$ cat config.mk
export PLATFORM = sky130hd
export DESIGN_NAME = hdsc_port
export DESIGN_NICKNAME = d
export VERILOG_FILES = /design/src/shared/hdsc_pkg.sv /design/src/hdsc_fifo_mem.sv /design/src/hdsc_port.sv
export SDC_FILE = /design/constraint.sdc
export NUM_CORES = 1
export LEC_CHECK = 0
export BUFFER_PORTS_ARGS = -buffer_cell sky130_fd_sc_hd__buf_2
export CAP_MARGIN = 20
export CORE_UTILIZATION = 35
export CTS_BUF_LIST = sky130_fd_sc_hd__clkbuf_8
export CTS_CLUSTER_SIZE = 12
export DETAILED_ROUTE_END_ITERATION = 8
export SYNTH_ARGS = -nofsm -noshare
export SYNTH_HDL_FRONTEND = slang
export SYNTH_SLANG_ARGS = --single-unit
$ cat constraint.sdc
create_clock -name SYS_CLK_I -period 13.85 [get_ports SYS_CLK_I]
set_input_delay 0.6925 -clock SYS_CLK_I [delete_from_list [all_inputs] [get_ports SYS_CLK_I]]
set_output_delay 0.6925 -clock SYS_CLK_I [all_outputs]
set_load 0.02 [all_outputs]
$ cat src/shared/hdsc_pkg.sv
// shared constants for the half-duplex serial command port
// assumes an apb slave port with 12-bit byte addresses and 32-bit data
package hdsc_pkg;

    // apb register byte offsets
    localparam logic [11:0] OFS_FRAME_CONTROL   = 12'h000;
    localparam logic [11:0] OFS_MODE_CONTROL    = 12'h004;
    localparam logic [11:0] OFS_DATA_WINDOW     = 12'h008;
    localparam logic [11:0] OFS_STATUS_FLAGS    = 12'h00C;
    localparam logic [11:0] OFS_CLOCK_PRESCALE  = 12'h010;
    localparam logic [11:0] OFS_IRQ_ENABLE_MASK = 12'h014;
    localparam logic [11:0] OFS_RAW_IRQ_STATUS  = 12'h018;
    localparam logic [11:0] OFS_MASKED_IRQ_STAT = 12'h01C;
    localparam logic [11:0] OFS_IRQ_CLEAR       = 12'h020;

    // reset values of the implemented bits
    localparam logic [15:0] FRAME_CONTROL_RST   = 16'h000F;
    localparam logic [4:0]  MODE_CONTROL_RST    = 5'h00;
    localparam logic [7:0]  CLOCK_PRESCALE_RST  = 8'h00;
    localparam logic [3:0]  IRQ_ENABLE_MASK_RST = 4'h0;
    localparam logic [3:0]  RAW_IRQ_STATUS_VAL  = 4'h8;

    // field positions
    localparam int unsigned WIDTH_LSB     = 0;
    localparam int unsigned WIDTH_MSB     = 3;
    localparam int unsigned DIVISOR_LSB   = 8;
    localparam int unsigned DIVISOR_MSB   = 15;
    localparam int unsigned MODE_EN_BIT   = 1;
    localparam int unsigned MODE_CONT_BIT = 4;
    localparam int unsigned ST_TFE_BIT    = 0;
    localparam int unsigned ST_TNF_BIT    = 1;
    localparam int unsigned ST_RNE_BIT    = 2;
    localparam int unsigned ST_RFF_BIT    = 3;
    localparam int unsigned ST_BSY_BIT    = 4;

    // fifo and shifter geometry
    localparam int unsigned FIFO_DEPTH = 8;
    localparam int unsigned PTR_W      = 3;
    localparam int unsigned CNT_W      = 4;
    localparam int unsigned WORD_W     = 16;
    localparam int unsigned CTRL_W     = 8;
    localparam logic [CNT_W-1:0] FIFO_FULL_CNT = 4'h8;
    localparam logic [3:0]  CTRL_LAST_BIT = 4'h7;
    localparam logic [7:0]  MIN_PRESCALE  = 8'h02;

    // frame engine states
    typedef enum logic [2:0] {
        ST_IDLE  = 3'b000,
        ST_START = 3'b001,
        ST_CTRL  = 3'b010,
        ST_WAIT  = 3'b011,
        ST_REPLY = 3'b100,
        ST_END   = 3'b101
    } hdsc_state_t;

endpackage : hdsc_pkg

$ cat src/hdsc_fifo_mem.sv
// word store for one fifo of the serial command port
// assumes pointers are kept by the caller; one write and one read address per cycle
`timescale 1ns/100ps
`default_nettype none

module hdsc_fifo_mem
    import hdsc_pkg::*;
(
    input  wire logic              clk_i,
    input  wire logic              nrst_i,
    input  wire logic              wr_en_i,
    input  wire logic [PTR_W-1:0]  wr_addr_i,
    input  wire logic [WORD_W-1:0] wr_data_i,
    input  wire logic [PTR_W-1:0]  rd_addr_i,
    output logic      [WORD_W-1:0] rd_data_o
);

    typedef struct packed {
        logic [FIFO_DEPTH-1:0][WORD_W-1:0] cells;
        logic [WORD_W-1:0]                 rd;
    } hdsc_mem_t;

    hdsc_mem_t m_q;
    hdsc_mem_t m_d;

    // write plus registered read; a write to the read slot is forwarded so
    // a freshly pushed word is never read stale
    always_comb begin
        m_d = m_q;
        if (wr_en_i) begin
            m_d.cells[wr_addr_i] = wr_data_i;
        end
        m_d.rd = (wr_en_i && (wr_addr_i == rd_addr_i)) ? wr_data_i : m_q.cells[rd_addr_i];
    end

    always_ff @(posedge clk_i or negedge nrst_i) begin
        if (!nrst_i) begin
            m_q <= '0;
        end else begin
            m_q <= m_d;
        end
    end

    assign rd_data_o = m_q.rd;

endmodule : hdsc_fifo_mem

`default_nettype wire

$ cat src/hdsc_port.sv
// half-duplex command/response serial master with apb register access
// assumes SI_I is asynchronous to SYS_CLK_I; the slave keeps its own timing
`timescale 1ns/100ps
`default_nettype none

module hdsc_port
    import hdsc_pkg::*;
(
    input  wire logic        SYS_CLK_I,
    input  wire logic        NRST_I,
    input  wire logic        PSEL_I,
    input  wire logic        PENABLE_I,
    input  wire logic        PWRITE_I,
    input  wire logic [11:0] PADDR_I,
    input  wire logic [31:0] PWDATA_I,
    output logic      [31:0] PRDATA_O,
    output logic             PREADY_O,
    output logic             PSLVERR_O,
    input  wire logic        SI_I,
    output logic             SK_O,
    output logic             CS_N_O,
    output logic             SO_O
);

    typedef struct packed {
        logic [15:0]       frame_ctl;
        logic [4:0]        mode_ctl;
        logic [7:0]        prescale;
        logic [3:0]        irq_mask;
        logic              pready;
        logic              pslverr;
        logic [31:0]       prdata;
        logic [PTR_W-1:0]  tx_wr;
        logic [PTR_W-1:0]  tx_rd;
        logic [CNT_W-1:0]  tx_cnt;
        logic [PTR_W-1:0]  rx_wr;
        logic [PTR_W-1:0]  rx_rd;
        logic [CNT_W-1:0]  rx_cnt;
        hdsc_state_t       st;
        logic [14:0]       div_cnt;
        logic              tick;
        logic              sk;
        logic              cs_n;
        logic              so;
        logic [CTRL_W-1:0] tx_sh;
        logic [WORD_W-1:0] rx_sh;
        logic [3:0]        bit_cnt;
        logic              last;
        logic              si_s1;
        logic              si_s2;
    } hdsc_regs_t;

    hdsc_regs_t        r_q;
    hdsc_regs_t        r_d;
    logic              tx_push;
    logic              tx_pop;
    logic              rx_push;
    logic              rx_pop;
    logic [WORD_W-1:0] tx_rdata;
    logic [WORD_W-1:0] rx_rdata;
    logic [14:0]       half;
    logic              apb_done;
    logic              rx_room;
    logic              port_en;

    // half a serial clock period in bus clocks; prescale below two acts as two
    function automatic logic [14:0] half_period(input logic [7:0] psc, input logic [7:0] div);
        logic [6:0]  h;
        logic [15:0] p;
        h = (psc < MIN_PRESCALE) ? MIN_PRESCALE[7:1] : psc[7:1];
        p = {9'h000, h} * ({8'h00, div} + 16'h0001);
        return p[14:0];
    endfunction : half_period

    // fifo pointer advance, wraps naturally at the depth
    function automatic logic [PTR_W-1:0] ptr_next(input logic [PTR_W-1:0] p);
        return PTR_W'(p + 1'b1);
    endfunction : ptr_next

    // only aligned, mapped word offsets answer without error
    function automatic logic addr_hit(input logic [11:0] a);
        case (a)
            OFS_FRAME_CONTROL, OFS_MODE_CONTROL, OFS_DATA_WINDOW,
            OFS_STATUS_FLAGS, OFS_CLOCK_PRESCALE, OFS_IRQ_ENABLE_MASK,
            OFS_RAW_IRQ_STATUS, OFS_MASKED_IRQ_STAT, OFS_IRQ_CLEAR: begin
                return 1'b1;
            end
            default: begin
                return 1'b0;
            end
        endcase
    endfunction : addr_hit

    // bus and frame engine helpers shared by the comb process
    assign half     = half_period(r_q.prescale, r_q.frame_ctl[DIVISOR_MSB:DIVISOR_LSB]);
    assign apb_done = PSEL_I && PENABLE_I && r_q.pready;
    assign rx_room  = (r_q.rx_cnt != FIFO_FULL_CNT);
    assign port_en  = r_q.mode_ctl[MODE_EN_BIT];

    // transmit and receive word stores
    hdsc_fifo_mem u_tx_mem (
        .clk_i     (SYS_CLK_I),
        .nrst_i    (NRST_I),
        .wr_en_i   (tx_push),
        .wr_addr_i (r_q.tx_wr),
        .wr_data_i (PWDATA_I[WORD_W-1:0]),
        .rd_addr_i (r_q.tx_rd),
        .rd_data_o (tx_rdata)
    );

    hdsc_fifo_mem u_rx_mem (
        .clk_i     (SYS_CLK_I),
        .nrst_i    (NRST_I),
        .wr_en_i   (rx_push),
        .wr_addr_i (r_q.rx_wr),
        .wr_data_i (r_q.rx_sh),
        .rd_addr_i (r_q.rx_rd),
        .rd_data_o (rx_rdata)
    );

    // whole next-state logic: bus slave, divider, frame engine, fifo pointers
    always_comb begin
        r_d     = r_q;
        tx_push = 1'b0;
        tx_pop  = 1'b0;
        rx_push = 1'b0;
        rx_pop  = 1'b0;

        // two-flop synchroniser for the reply line
        r_d.si_s1 = SI_I;
        r_d.si_s2 = r_q.si_s1;

        // apb: one wait state, so read data can come from a register
        r_d.pready = PSEL_I && PENABLE_I && !r_q.pready;
        if (PSEL_I && PENABLE_I && !r_q.pready) begin
            r_d.pslverr = !addr_hit(PADDR_I);
            r_d.prdata  = '0; // reserved and unmapped bits read zero
            case (PADDR_I)
                OFS_FRAME_CONTROL: begin
                    r_d.prdata[15:0] = r_q.frame_ctl;
                end
                OFS_MODE_CONTROL: begin
                    r_d.prdata[4:0] = r_q.mode_ctl;
                end
                OFS_DATA_WINDOW: begin
                    r_d.prdata[WORD_W-1:0] = (r_q.rx_cnt != '0) ? rx_rdata : '0;
                end
                OFS_STATUS_FLAGS: begin
                    r_d.prdata[ST_TFE_BIT] = (r_q.tx_cnt == '0);
                    r_d.prdata[ST_TNF_BIT] = (r_q.tx_cnt != FIFO_FULL_CNT);
                    r_d.prdata[ST_RNE_BIT] = (r_q.rx_cnt != '0);
                    r_d.prdata[ST_RFF_BIT] = !rx_room;
                    r_d.prdata[ST_BSY_BIT] = (r_q.st != ST_IDLE);
                end
                OFS_CLOCK_PRESCALE: begin
                    r_d.prdata[7:0] = r_q.prescale;
                end
                OFS_IRQ_ENABLE_MASK: begin
                    r_d.prdata[3:0] = r_q.irq_mask;
                end
                OFS_RAW_IRQ_STATUS: begin
                    r_d.prdata[3:0] = RAW_IRQ_STATUS_VAL;
                end
                OFS_MASKED_IRQ_STAT: begin
                    r_d.prdata[3:0] = RAW_IRQ_STATUS_VAL & r_q.irq_mask;
                end
                default: begin
                    r_d.prdata = '0;
                end
            endcase
        end

        // register writes and fifo side effects take effect at the completing edge
        if (apb_done && PWRITE_I) begin
            case (PADDR_I)
                OFS_FRAME_CONTROL: begin
                    r_d.frame_ctl = PWDATA_I[15:0];
                end
                OFS_MODE_CONTROL: begin
                    r_d.mode_ctl = PWDATA_I[4:0];
                end
                OFS_DATA_WINDOW: begin
                    tx_push = (r_q.tx_cnt != FIFO_FULL_CNT);
                end
                OFS_CLOCK_PRESCALE: begin
                    r_d.prescale = PWDATA_I[7:0];
                end
                OFS_IRQ_ENABLE_MASK: begin
                    r_d.irq_mask = PWDATA_I[3:0];
                end
                default: begin
                    r_d.mode_ctl = r_q.mode_ctl; // read-only and clear offsets ignore writes
                end
            endcase
        end
        if (apb_done && !PWRITE_I && (PADDR_I == OFS_DATA_WINDOW)) begin
            rx_pop = (r_q.rx_cnt != '0);
        end

        // half-period divider; held in idle so the first edge is a full half away
        if (r_q.st == ST_IDLE) begin
            r_d.div_cnt = '0;
            r_d.tick    = 1'b0;
        end else if (r_q.div_cnt == 15'(half - 15'h0001)) begin
            r_d.div_cnt = '0;
            r_d.tick    = 1'b1;
        end else begin
            r_d.div_cnt = 15'(r_q.div_cnt + 15'h0001);
            r_d.tick    = 1'b0;
        end

        // frame engine; every serial edge happens on a registered tick
        case (r_q.st)
            ST_IDLE: begin
                r_d.sk   = 1'b0;
                r_d.cs_n = 1'b1;
                r_d.so   = 1'b0;
                if (port_en && (r_q.tx_cnt != '0)) begin
                    r_d.st = ST_START;
                end
            end
            ST_START: begin
                if (r_q.tick) begin
                    r_d.cs_n    = 1'b0;
                    r_d.tx_sh   = tx_rdata[CTRL_W-1:0];
                    r_d.so      = tx_rdata[CTRL_W-1];
                    tx_pop      = 1'b1;
                    r_d.bit_cnt = '0;
                    r_d.st      = ST_CTRL;
                end
            end
            ST_CTRL: begin
                // both edges, SO_O moves on falls; the reply line is not looked at here
                if (r_q.tick && !r_q.sk) begin
                    r_d.sk = 1'b1;
                end else if (r_q.tick) begin
                    r_d.sk = 1'b0;
                    if (r_q.bit_cnt == CTRL_LAST_BIT) begin
                        r_d.so = 1'b0;
                        r_d.st = ST_WAIT;
                    end else begin
                        r_d.tx_sh   = {r_q.tx_sh[CTRL_W-2:0], 1'b0};
                        r_d.so      = r_q.tx_sh[CTRL_W-2];
                        r_d.bit_cnt = 4'(r_q.bit_cnt + 4'h1);
                    end
                end
            end
            ST_WAIT: begin
                // one idle clock lets the slave decode the control word
                if (r_q.tick && !r_q.sk) begin
                    r_d.sk = 1'b1;
                end else if (r_q.tick) begin
                    r_d.sk      = 1'b0;
                    r_d.rx_sh   = '0;
                    r_d.bit_cnt = '0;
                    r_d.st      = ST_REPLY;
                end
            end
            ST_REPLY: begin
                if (r_q.tick && !r_q.sk) begin
                    r_d.sk    = 1'b1;
                    r_d.rx_sh = {r_q.rx_sh[WORD_W-2:0], r_q.si_s2};
                    r_d.last  = (r_q.bit_cnt == r_q.frame_ctl[WIDTH_MSB:WIDTH_LSB]);
                end else if (r_q.tick) begin
                    r_d.sk = 1'b0;
                    if (r_q.last && port_en && r_q.mode_ctl[MODE_CONT_BIT] && (r_q.tx_cnt != '0)) begin
                        // back to back: select stays low, next control byte follows at once
                        rx_push     = rx_room;
                        r_d.last    = 1'b0;
                        r_d.tx_sh   = tx_rdata[CTRL_W-1:0];
                        r_d.so      = tx_rdata[CTRL_W-1];
                        tx_pop      = 1'b1;
                        r_d.bit_cnt = '0;
                        r_d.st      = ST_CTRL;
                    end else if (r_q.last) begin
                        r_d.last = 1'b0;
                        r_d.st   = ST_END;
                    end else begin
                        r_d.bit_cnt = 4'(r_q.bit_cnt + 4'h1);
                    end
                end
            end
            ST_END: begin
                // deselect one full period after the last rising edge
                if (r_q.tick) begin
                    r_d.cs_n = 1'b1;
                    rx_push  = rx_room;
                    r_d.st   = ST_IDLE;
                end
            end
            default: begin
                r_d.st = ST_IDLE;
            end
        endcase

        // fifo bookkeeping; a word arriving at a full receive fifo is dropped
        if (tx_push) begin
            r_d.tx_wr = ptr_next(r_q.tx_wr);
        end
        if (tx_pop) begin
            r_d.tx_rd = ptr_next(r_q.tx_rd);
        end
        r_d.tx_cnt = CNT_W'(r_q.tx_cnt + {3'h0, tx_push} - {3'h0, tx_pop});
        if (rx_push) begin
            r_d.rx_wr = ptr_next(r_q.rx_wr);
        end
        if (rx_pop) begin
            r_d.rx_rd = ptr_next(r_q.rx_rd);
        end
        r_d.rx_cnt = CNT_W'(r_q.rx_cnt + {3'h0, rx_push} - {3'h0, rx_pop});
    end

    // state register; reset loads constants only
    always_ff @(posedge SYS_CLK_I or negedge NRST_I) begin
        if (!NRST_I) begin
            r_q           <= '0;
            r_q.frame_ctl <= FRAME_CONTROL_RST;
            r_q.mode_ctl  <= MODE_CONTROL_RST;
            r_q.prescale  <= CLOCK_PRESCALE_RST;
            r_q.irq_mask  <= IRQ_ENABLE_MASK_RST;
            r_q.st        <= ST_IDLE;
            r_q.cs_n      <= 1'b1;
        end else begin
            r_q <= r_d;
        end
    end

    // all outputs straight from flops
    assign PRDATA_O  = r_q.prdata;
    assign PREADY_O  = r_q.pready;
    assign PSLVERR_O = r_q.pslverr;
    assign SK_O      = r_q.sk;
    assign CS_N_O    = r_q.cs_n;
    assign SO_O      = r_q.so;

endmodule : hdsc_port

`default_nettype wire

==> results of run 1 <==
## layer usage
layer	vias to the layer above	global-route usage (%)	part of all wire, %
met3	58	2.77	4.1
met4	0	4.22	1.7
met5	-	0	0
li1	5329	-	-
met1	5888	20.4	45
met2	197	26.3	49
## worst max-delay path by stage
stage,from,to,depth (start not counted)
finish,r_q[132]$_DFFE_PN0P_,r_q[43]$_DFF_PN0_,17
global route,r_q[132]$_DFFE_PN0P_,r_q[34]$_DFF_PN0_,17
CTS,r_q[132]$_DFFE_PN0P_,r_q[45]$_DFF_PN0_,17
detailed placement,r_q[132]$_DFFE_PN0P_,r_q[43]$_DFF_PN0_,17
global placement,r_q[132]$_DFFE_PN0P_,r_q[49]$_DFF_PN0_,17
floorplan,r_q[132]$_DFFE_PN0P_,r_q[40]$_DFF_PN0_,20
## worst max-delay path: cells and delay by family (launching register included)
family          cells  cell delay (ns)
compound gates      4             0.96
xor+xnor            2             0.98
fa+ha+maj           6             2.67
buf+inv             1             0.05
flops               1             0.63
simple gates        4             1.25
## stage by stage
stage          power, mW  util, %
2_1_floorplan       1.40        -
3_3_place_gp        1.49     37.0
3_5_place_dp        1.50     37.0
4_1_cts             2.40     39.2
5_1_grt             2.51     39.2
6_report            2.37     39.3
## cell usage in the layout, fill, tap and decap left out, types with 9 or more instances in the layout
cell and count:
xor2_1 25, mux2i_1 32, conb_1 16, nor2_1 52, nand2b_1 11, inv_1 81
nor2b_1 10, dfrtp_1 333, mux2_2 229, clkinv_2 10, o21ai_0 70, mux4_2 48
nor3_1 26, a221oi_1 11, a21o_1 10, fa_1 41, buf_2 54, ha_1 53
a21oi_1 28, buf_4 15, nand3_1 16, nand2_1 157, clkbuf_8 75, and2_1 16
xnor2_1 39, nand4_1 9
## state kept, by name, indices dropped and copies added, names as in the netlist
signal / flops
SK_O: 1
r_q: 100
PSLVERR_O: 1
u_tx_mem.m_q: 64
u_rx_mem.m_q: 128
SO_O: 1
port_en: 1
r_d: 1
u_tx_mem.rd_data_o: 8
u_rx_mem.rd_data_o: 16
PREADY_O: 1
CS_N_O: 1
PRDATA_O: 16
## final cells by class
type / instances / area, um^2
clock buffers: 75 / 1030
inverters: 64 / 240
diodes: 1 / 2.50
well taps: 680 / 851
flip-flops and latches: 339 / 8490
clock inverters: 30 / 134
fillers: 4989 / 31300
repair buffers: 72 / 429
multi-input cells: 1000 / 9040
## power by group through the flow
| stage | Sequential (mW) | Combinational (mW) | Clock, mW |
|---|---|---|---|
| after floorplan | 1.08 | 0.316 | 0 |
| after CTS | 1.11 | 0.371 | 0.919 |
| final | 1.12 | 0.368 | 0.887 |
| after global routing | 1.12 | 0.419 | 0.963 |
| after detailed placement | 1.13 | 0.370 | 0 |
| after global placement | 1.13 | 0.358 | 0 |
## cell families (layout without fill, tap and decap cells)
| logic type | after synthesis | count (layout) | share of synthesized area (%) |
|---|---|---|---|
| AND/OR/NAND/NOR | 344 | 344 | 9.77 |
| flip-flops | 339 | 339 | 46.3 |
| multiplexers | 312 | 312 | 21.9 |
| buffers and inverters | 193 | 241 | 4.86 |
| AO/OA/AOI/OAI | 170 | 170 | 6.05 |
| adder cells (fa/ha/maj) | 94 | 94 | 8.09 |
| XOR/XNOR | 64 | 64 | 3.06 |
| other | 1 | 17 | 0.0204 |
==> flow_summary.yaml, run 1 <==
synthesis:
  synth.area.top_cells: "dfrtp_1 46%, mux2_2 14%, mux4_2 5.9%, fa_1 4.5%, ha_1 3.6%"
  yosysMostFrequentCell: "dfrtp_1"
  synth_top_area_share_pct: 45.6
  ys.flop_type: "dfrtp_1"
  ys_async_sr_fraction_pct: 100
  yosys.area.top_type: "dfrtp_1"
  synth_seq_cells: 339
  synth-edff-count: 0
  seq_area_frac_synth_pct: 46.3
  yosys-top-cells-count: "334 x dfrtp_1, 229 x mux2_2, 157 x nand2_1"
  synthCells: 1517
  yosysUniqueCellTypes: 80
  avgSynthCellArea_um2: 12.1
  ys_warn_count: 0
  netlist_area_um2: 18300
run_status:
  status: "finished, final reports clean"
power:
  p_int_mw: 1.66
  p_seq_share_pct: 47.1
  clockPowerShare_pct: 37.4
  peakVddDrop_mv: 0.0690
  leakage_nw: 9.30
  power_switching_share_pct: 29.9
  switchingPower_uw: 710
  power.density_nw_per_um2: 117
  power_frac_comb_pct: 15.5
worst_setup_path:
  crit_chain: "ha_1 > nand4_1 > xnor2_1 > nand2_1 > fa_1 > fa_1 > fa_1 > inv_1 > fa_1 > ha_1 > xnor2_1 > o22ai_1 > a32o_1 > a2111oi_2 > o2111ai_1 > nor4b_4 > nor3_1"
  path_max_fanout: 16
  arrival_ns: 7.20
  cp-start-kind: "flip-flop"
  path_class: "reg -> reg"
  r2r_start: "r_q[132]$_DFFE_PN0P_"
  worstReg2RegEnd: "r_q[43]$_DFF_PN0_"
  end_kind: "flip-flop"
  slowest_delay_ns: 0.77
  rrSetupSlack_ns: 7.13
  required_ns: 14.33
  r2r_cells: 17
  crit_top_cell: "fa_1"
  cpMaxStageDelayCell: "nor4b_4"
global_routing:
  grt_use_total_pct: 15.6
  grt_pass1_wl_um: 65800
  grt-ovfl-total: 0
  grt_max_degree: 195
  antenna_found_initial: 1
  grt_pass1_vias: 11937
sta:
  grt_setup_unrepaired: "false"
  finalHoldViolations: 0
  tightest_slew_ns: 1.08
  fin_crit_ns: 6.72
  finalMaxSlewViolations: 0
  finClkSkew_ns: 0.0366
  worst_slack_ns: 7.13
  holdWs_ns: 0.0731
  finalSetupViolCount: 0
  slew_headroom_pct: 27.9
  period_share_pct: 48.5
  max_freq_mhz: 149
  fin_tns_setup_ns: 0
detailed_routing:
  drtIter0Drc: 679
  viasPerCell: 5.07
  wl_per_cell_um: 17.8
  drtPass1Iterations: 8
  vias: 11472
  drc: 0
  postRouteAntennaNets: 0
  drt_wl_total_um: 40400
cells_and_area:
  area_delta_synth_final_pct: 10.2
  layout.nets: 1677
  layout-drive-gt1-share_pct: 30.1
  post-route-cell-area_um2: 20200
  final_cell_count_no_fill: 2261
min_path:
  hp-class: "in -> async"
floorplanning:
  die_y_um: 231
  dieArea_um2: 53300
  coreArea_um2: 51500
  initial_core_util_pct: 35.6
  io-pin-count: 87
  rows: 83
  die_w_um: 231
clock_network:
  hold_buffers: 0
  cts_resized: 0
  h-tree-depth: 2
  clk-insertion-delay-late_ns: 0.64
  cts_made_buffers: 56
  clockRootBuffer: "clkbuf_8"
  cts_buffer_depth: 3
  cts_setup_buffers: 0
  cts_tree: "yes"
  clkSinkCount: 339
  clkTransAtPathRegs_ns: 0.06
place:
  post-place-ws_ns: 7.12
  dp_cells: 2153
  place_area_um2: 19000
  gp_congestion: 0.816
  dp_hpwl_um: 26700
  io_buffer_count: 54
job:
  maxCapViolCount: 0
No activity file was read; power rests on OpenSTA's default activity.
==> run 2, diff against run 1 <==
Clock period 13.85 ns to 5.5 ns, I/O delays scaled along.
==> run 2 against run 1 <==
  * Sequential share of layout area fell by 1.7 points
  * Wire length grew 3.4%
  * Via count is 1.7% higher
  * Critical path type unchanged
  * Clock skew is 0.0094 ns lower
==> flow_summary.yaml, run 2 (synthesized netlist as in run 1, its figures left out) <==
run_status:
  status: "finished, final reports clean"
sta:
  fin_tns_setup_ns: 0
  finalHoldViolations: 0
  period_share_pct: 97.0
  max_freq_mhz: 187
  finalMaxSlewViolations: 0
  tightest_slew_ns: 1.14
  slew_headroom_pct: 24.1
  finalSetupViolCount: 0
  finClkSkew_ns: 0.0271
  fin_crit_ns: 5.34
cells_and_area:
  post-route-cell-area_um2: 21100
  layout-drive-gt1-share_pct: 33.3
  largestRegisters: "u_rx_mem.m_q: 128 flops, r_q: 100 flops, u_tx_mem.m_q: 64 flops"
  final_cell_count_no_fill: 2320
  largest_reg_flops: 128
  area_delta_synth_final_pct: 14.8
  layout.nets: 1734
  top_register: "u_rx_mem.m_q"
  layout_common_cells: "332 x dfrtp_1, 229 x mux2_2, 157 x nand2_1"
  final_common_cell: "dfrtp_1"
detailed_routing:
  postRouteAntennaNets: 0
  vias: 11671
  drtPass1Iterations: 5
  drtIter0Drc: 623
  wl_per_cell_um: 18.0
  drc: 0
  drt_wl_total_um: 41700
  viasPerCell: 5.03
min_path:
  hp-class: "in -> reg"
  min_from: "PWDATA_I[2]"
floorplanning:
  rows: 83
  coreArea_um2: 51500
  io-pin-count: 87
  die_w_um: 231
  dieArea_um2: 53300
  initial_core_util_pct: 35.6
  die_y_um: 231
clock_network:
  cts_made_buffers: 56
  clockRootBuffer: "clkbuf_8"
  clkSinkCount: 339
  clk-insertion-delay-late_ns: 0.65
  cts_tree: "yes"
  h-tree-depth: 2
  clkTransAtPathRegs_ns: 0.06
  cts_buffer_depth: 3
worst_setup_path:
  end_kind: "flip-flop"
  r2r_start: "r_q[133]$_DFFE_PN0P_"
  critPathLaunch: "r_q[133]$_DFFE_PN0P_"
  path_max_fanout: 8
  arrival_ns: 5.86
  cp-start-kind: "flip-flop"
  path_class: "reg -> reg"
  required_ns: 6.02
  cp.buffers_inverters: 7
  slowest_delay_ns: 0.56
  cpMaxStageDelayCell: "fa_1"
  crit_chain: "buf_6 > nand4_1 > buf_4 > xnor2_4 > buf_4 > nand2_1 > fa_1 > fa_1 > fa_1 > fa_1 > inv_1 > ha_4 > buf_4 > xor2_1 > o41ai_1 > a211oi_2 > o2111ai_2 > nor4b_4 > buf_4 > clkbuf_16 > nor3_1"
  crit_family: "adder cells"
place:
  gp_congestion: 0.832
  dp_cells: 2186
  io_buffer_count: 54
  dp_hpwl_um: 27300
  place_area_um2: 19300
power:
  power_frac_comb_pct: 16.3
  p_seq_share_pct: 45.1
  peakVddDrop_mv: 0.169
  p_total_mw: 6.22
  power.density_nw_per_um2: 296
  clockPowerShare_pct: 38.7
  leakage_nw: 9.70
  switchingPower_mw: 1.84
  power_switching_share_pct: 29.6
  p_int_mw: 4.38
global_routing:
  grt_max_degree: 136
  grt_use_total_pct: 15.9
  antenna_found_initial: 3
  grt_pass1_vias: 11905
  grt_pass1_wl_um: 66900
  grt-ovfl-total: 0
job:
  maxCapViolCount: 0
run 2: power groups by stage:
stage | sequential [mW] | clock [mW] | combinational (mW)
finish | 2.80 | 2.41 | 1.01
CTS | 2.80 | 2.48 | 0.979
global route | 2.83 | 2.59 | 1.13
floorplan | 2.72 | 0 | 0.795
detailed placement | 2.85 | 0 | 0.967
global placement | 2.84 | 0 | 0.928
run 2: worst register-to-register path, stage by stage, from the launching register on:
cell       delay (ns)
dfrtp_1          0.41
buf_6            0.14
nand4_1          0.14
buf_4            0.19
xnor2_4          0.19
buf_4            0.16
nand2_1          0.06
fa_1             0.42
fa_1             0.56
fa_1             0.44
fa_1             0.54
inv_1            0.06
ha_4             0.29
buf_4            0.12
xor2_1           0.21
o41ai_1          0.14
a211oi_2         0.29
o2111ai_2        0.20
nor4b_4          0.29
buf_4            0.17
clkbuf_16        0.15
nor3_1           0.05
run 2: worst paths after layout:
kind | to | slack (ns) | depth (start not counted)
setup / recovery | r_q[39]$_DFF_PN0_ | 0.16 | 21
hold / removal | u_tx_mem.rd_data_o[2]$_DFF_PN0_ | 0.06 | 3
setup reg to reg | r_q[39]$_DFF_PN0_ | 0.16 | 21
hold reg to reg | r_q[0]$_DFF_PN0_ | 0.42 | 0
max in group asynchronous | r_q[136]$_DFFE_PN0P_ | 3.85 | 3
min in group asynchronous | u_rx_mem.m_q[33]$_DFFE_PN0P_ | 0.30 | 2
run 2: what timing repair did:
item | 4_1_cts | 5_1_grt
hold endpoints to repair | 120 | 0
setup buffers | 1 | 9
pin swaps | 2 | 21
setup endpoints to repair | 16 | 16
gates cloned | 0 | 1
gates resized for setup | 7 | 27
hold buffers | 13 | 0
run 2: layout make-up:
| cell class | instances | area, um^2 |
|---|---|---|
| clock buffer | 71 | 977 |
| timing repair buffer | 129 | 935 |
| multi-input combinational | 1000 | 9280 |
| clock inverter | 34 | 264 |
| sequential | 339 | 8490 |
| inverter | 64 | 240 |
| fill | 4880 | 30500 |
| tap | 680 | 851 |
| antenna | 3 | 7.51 |
run 2: metal layers:
layer | part of all wire [%] | wire length [um] | global-route usage, %
met5 | 0 | 0 | 0
met3 | 3.6 | 1490 | 2.61
met4 | 2.2 | 924 | 4.97
met1 | 44 | 18400 | 20.7
met2 | 50 | 20900 | 27.0
run 2: through the flow:
stage / setup slack, ns / util, % / hold WS (ns)
final: 0.163 / 40.9 / 0.0551
after global routing: -0.0660 / 40.9 / 0.0571
after CTS: 0.0145 / 40.3 / 0.00477
after detailed placement: -0.0767 / 37.5 / 0.394
after global placement: 0.0562 / 37.5 / 0.390
after floorplan: 0.0196 / - / -0.0206
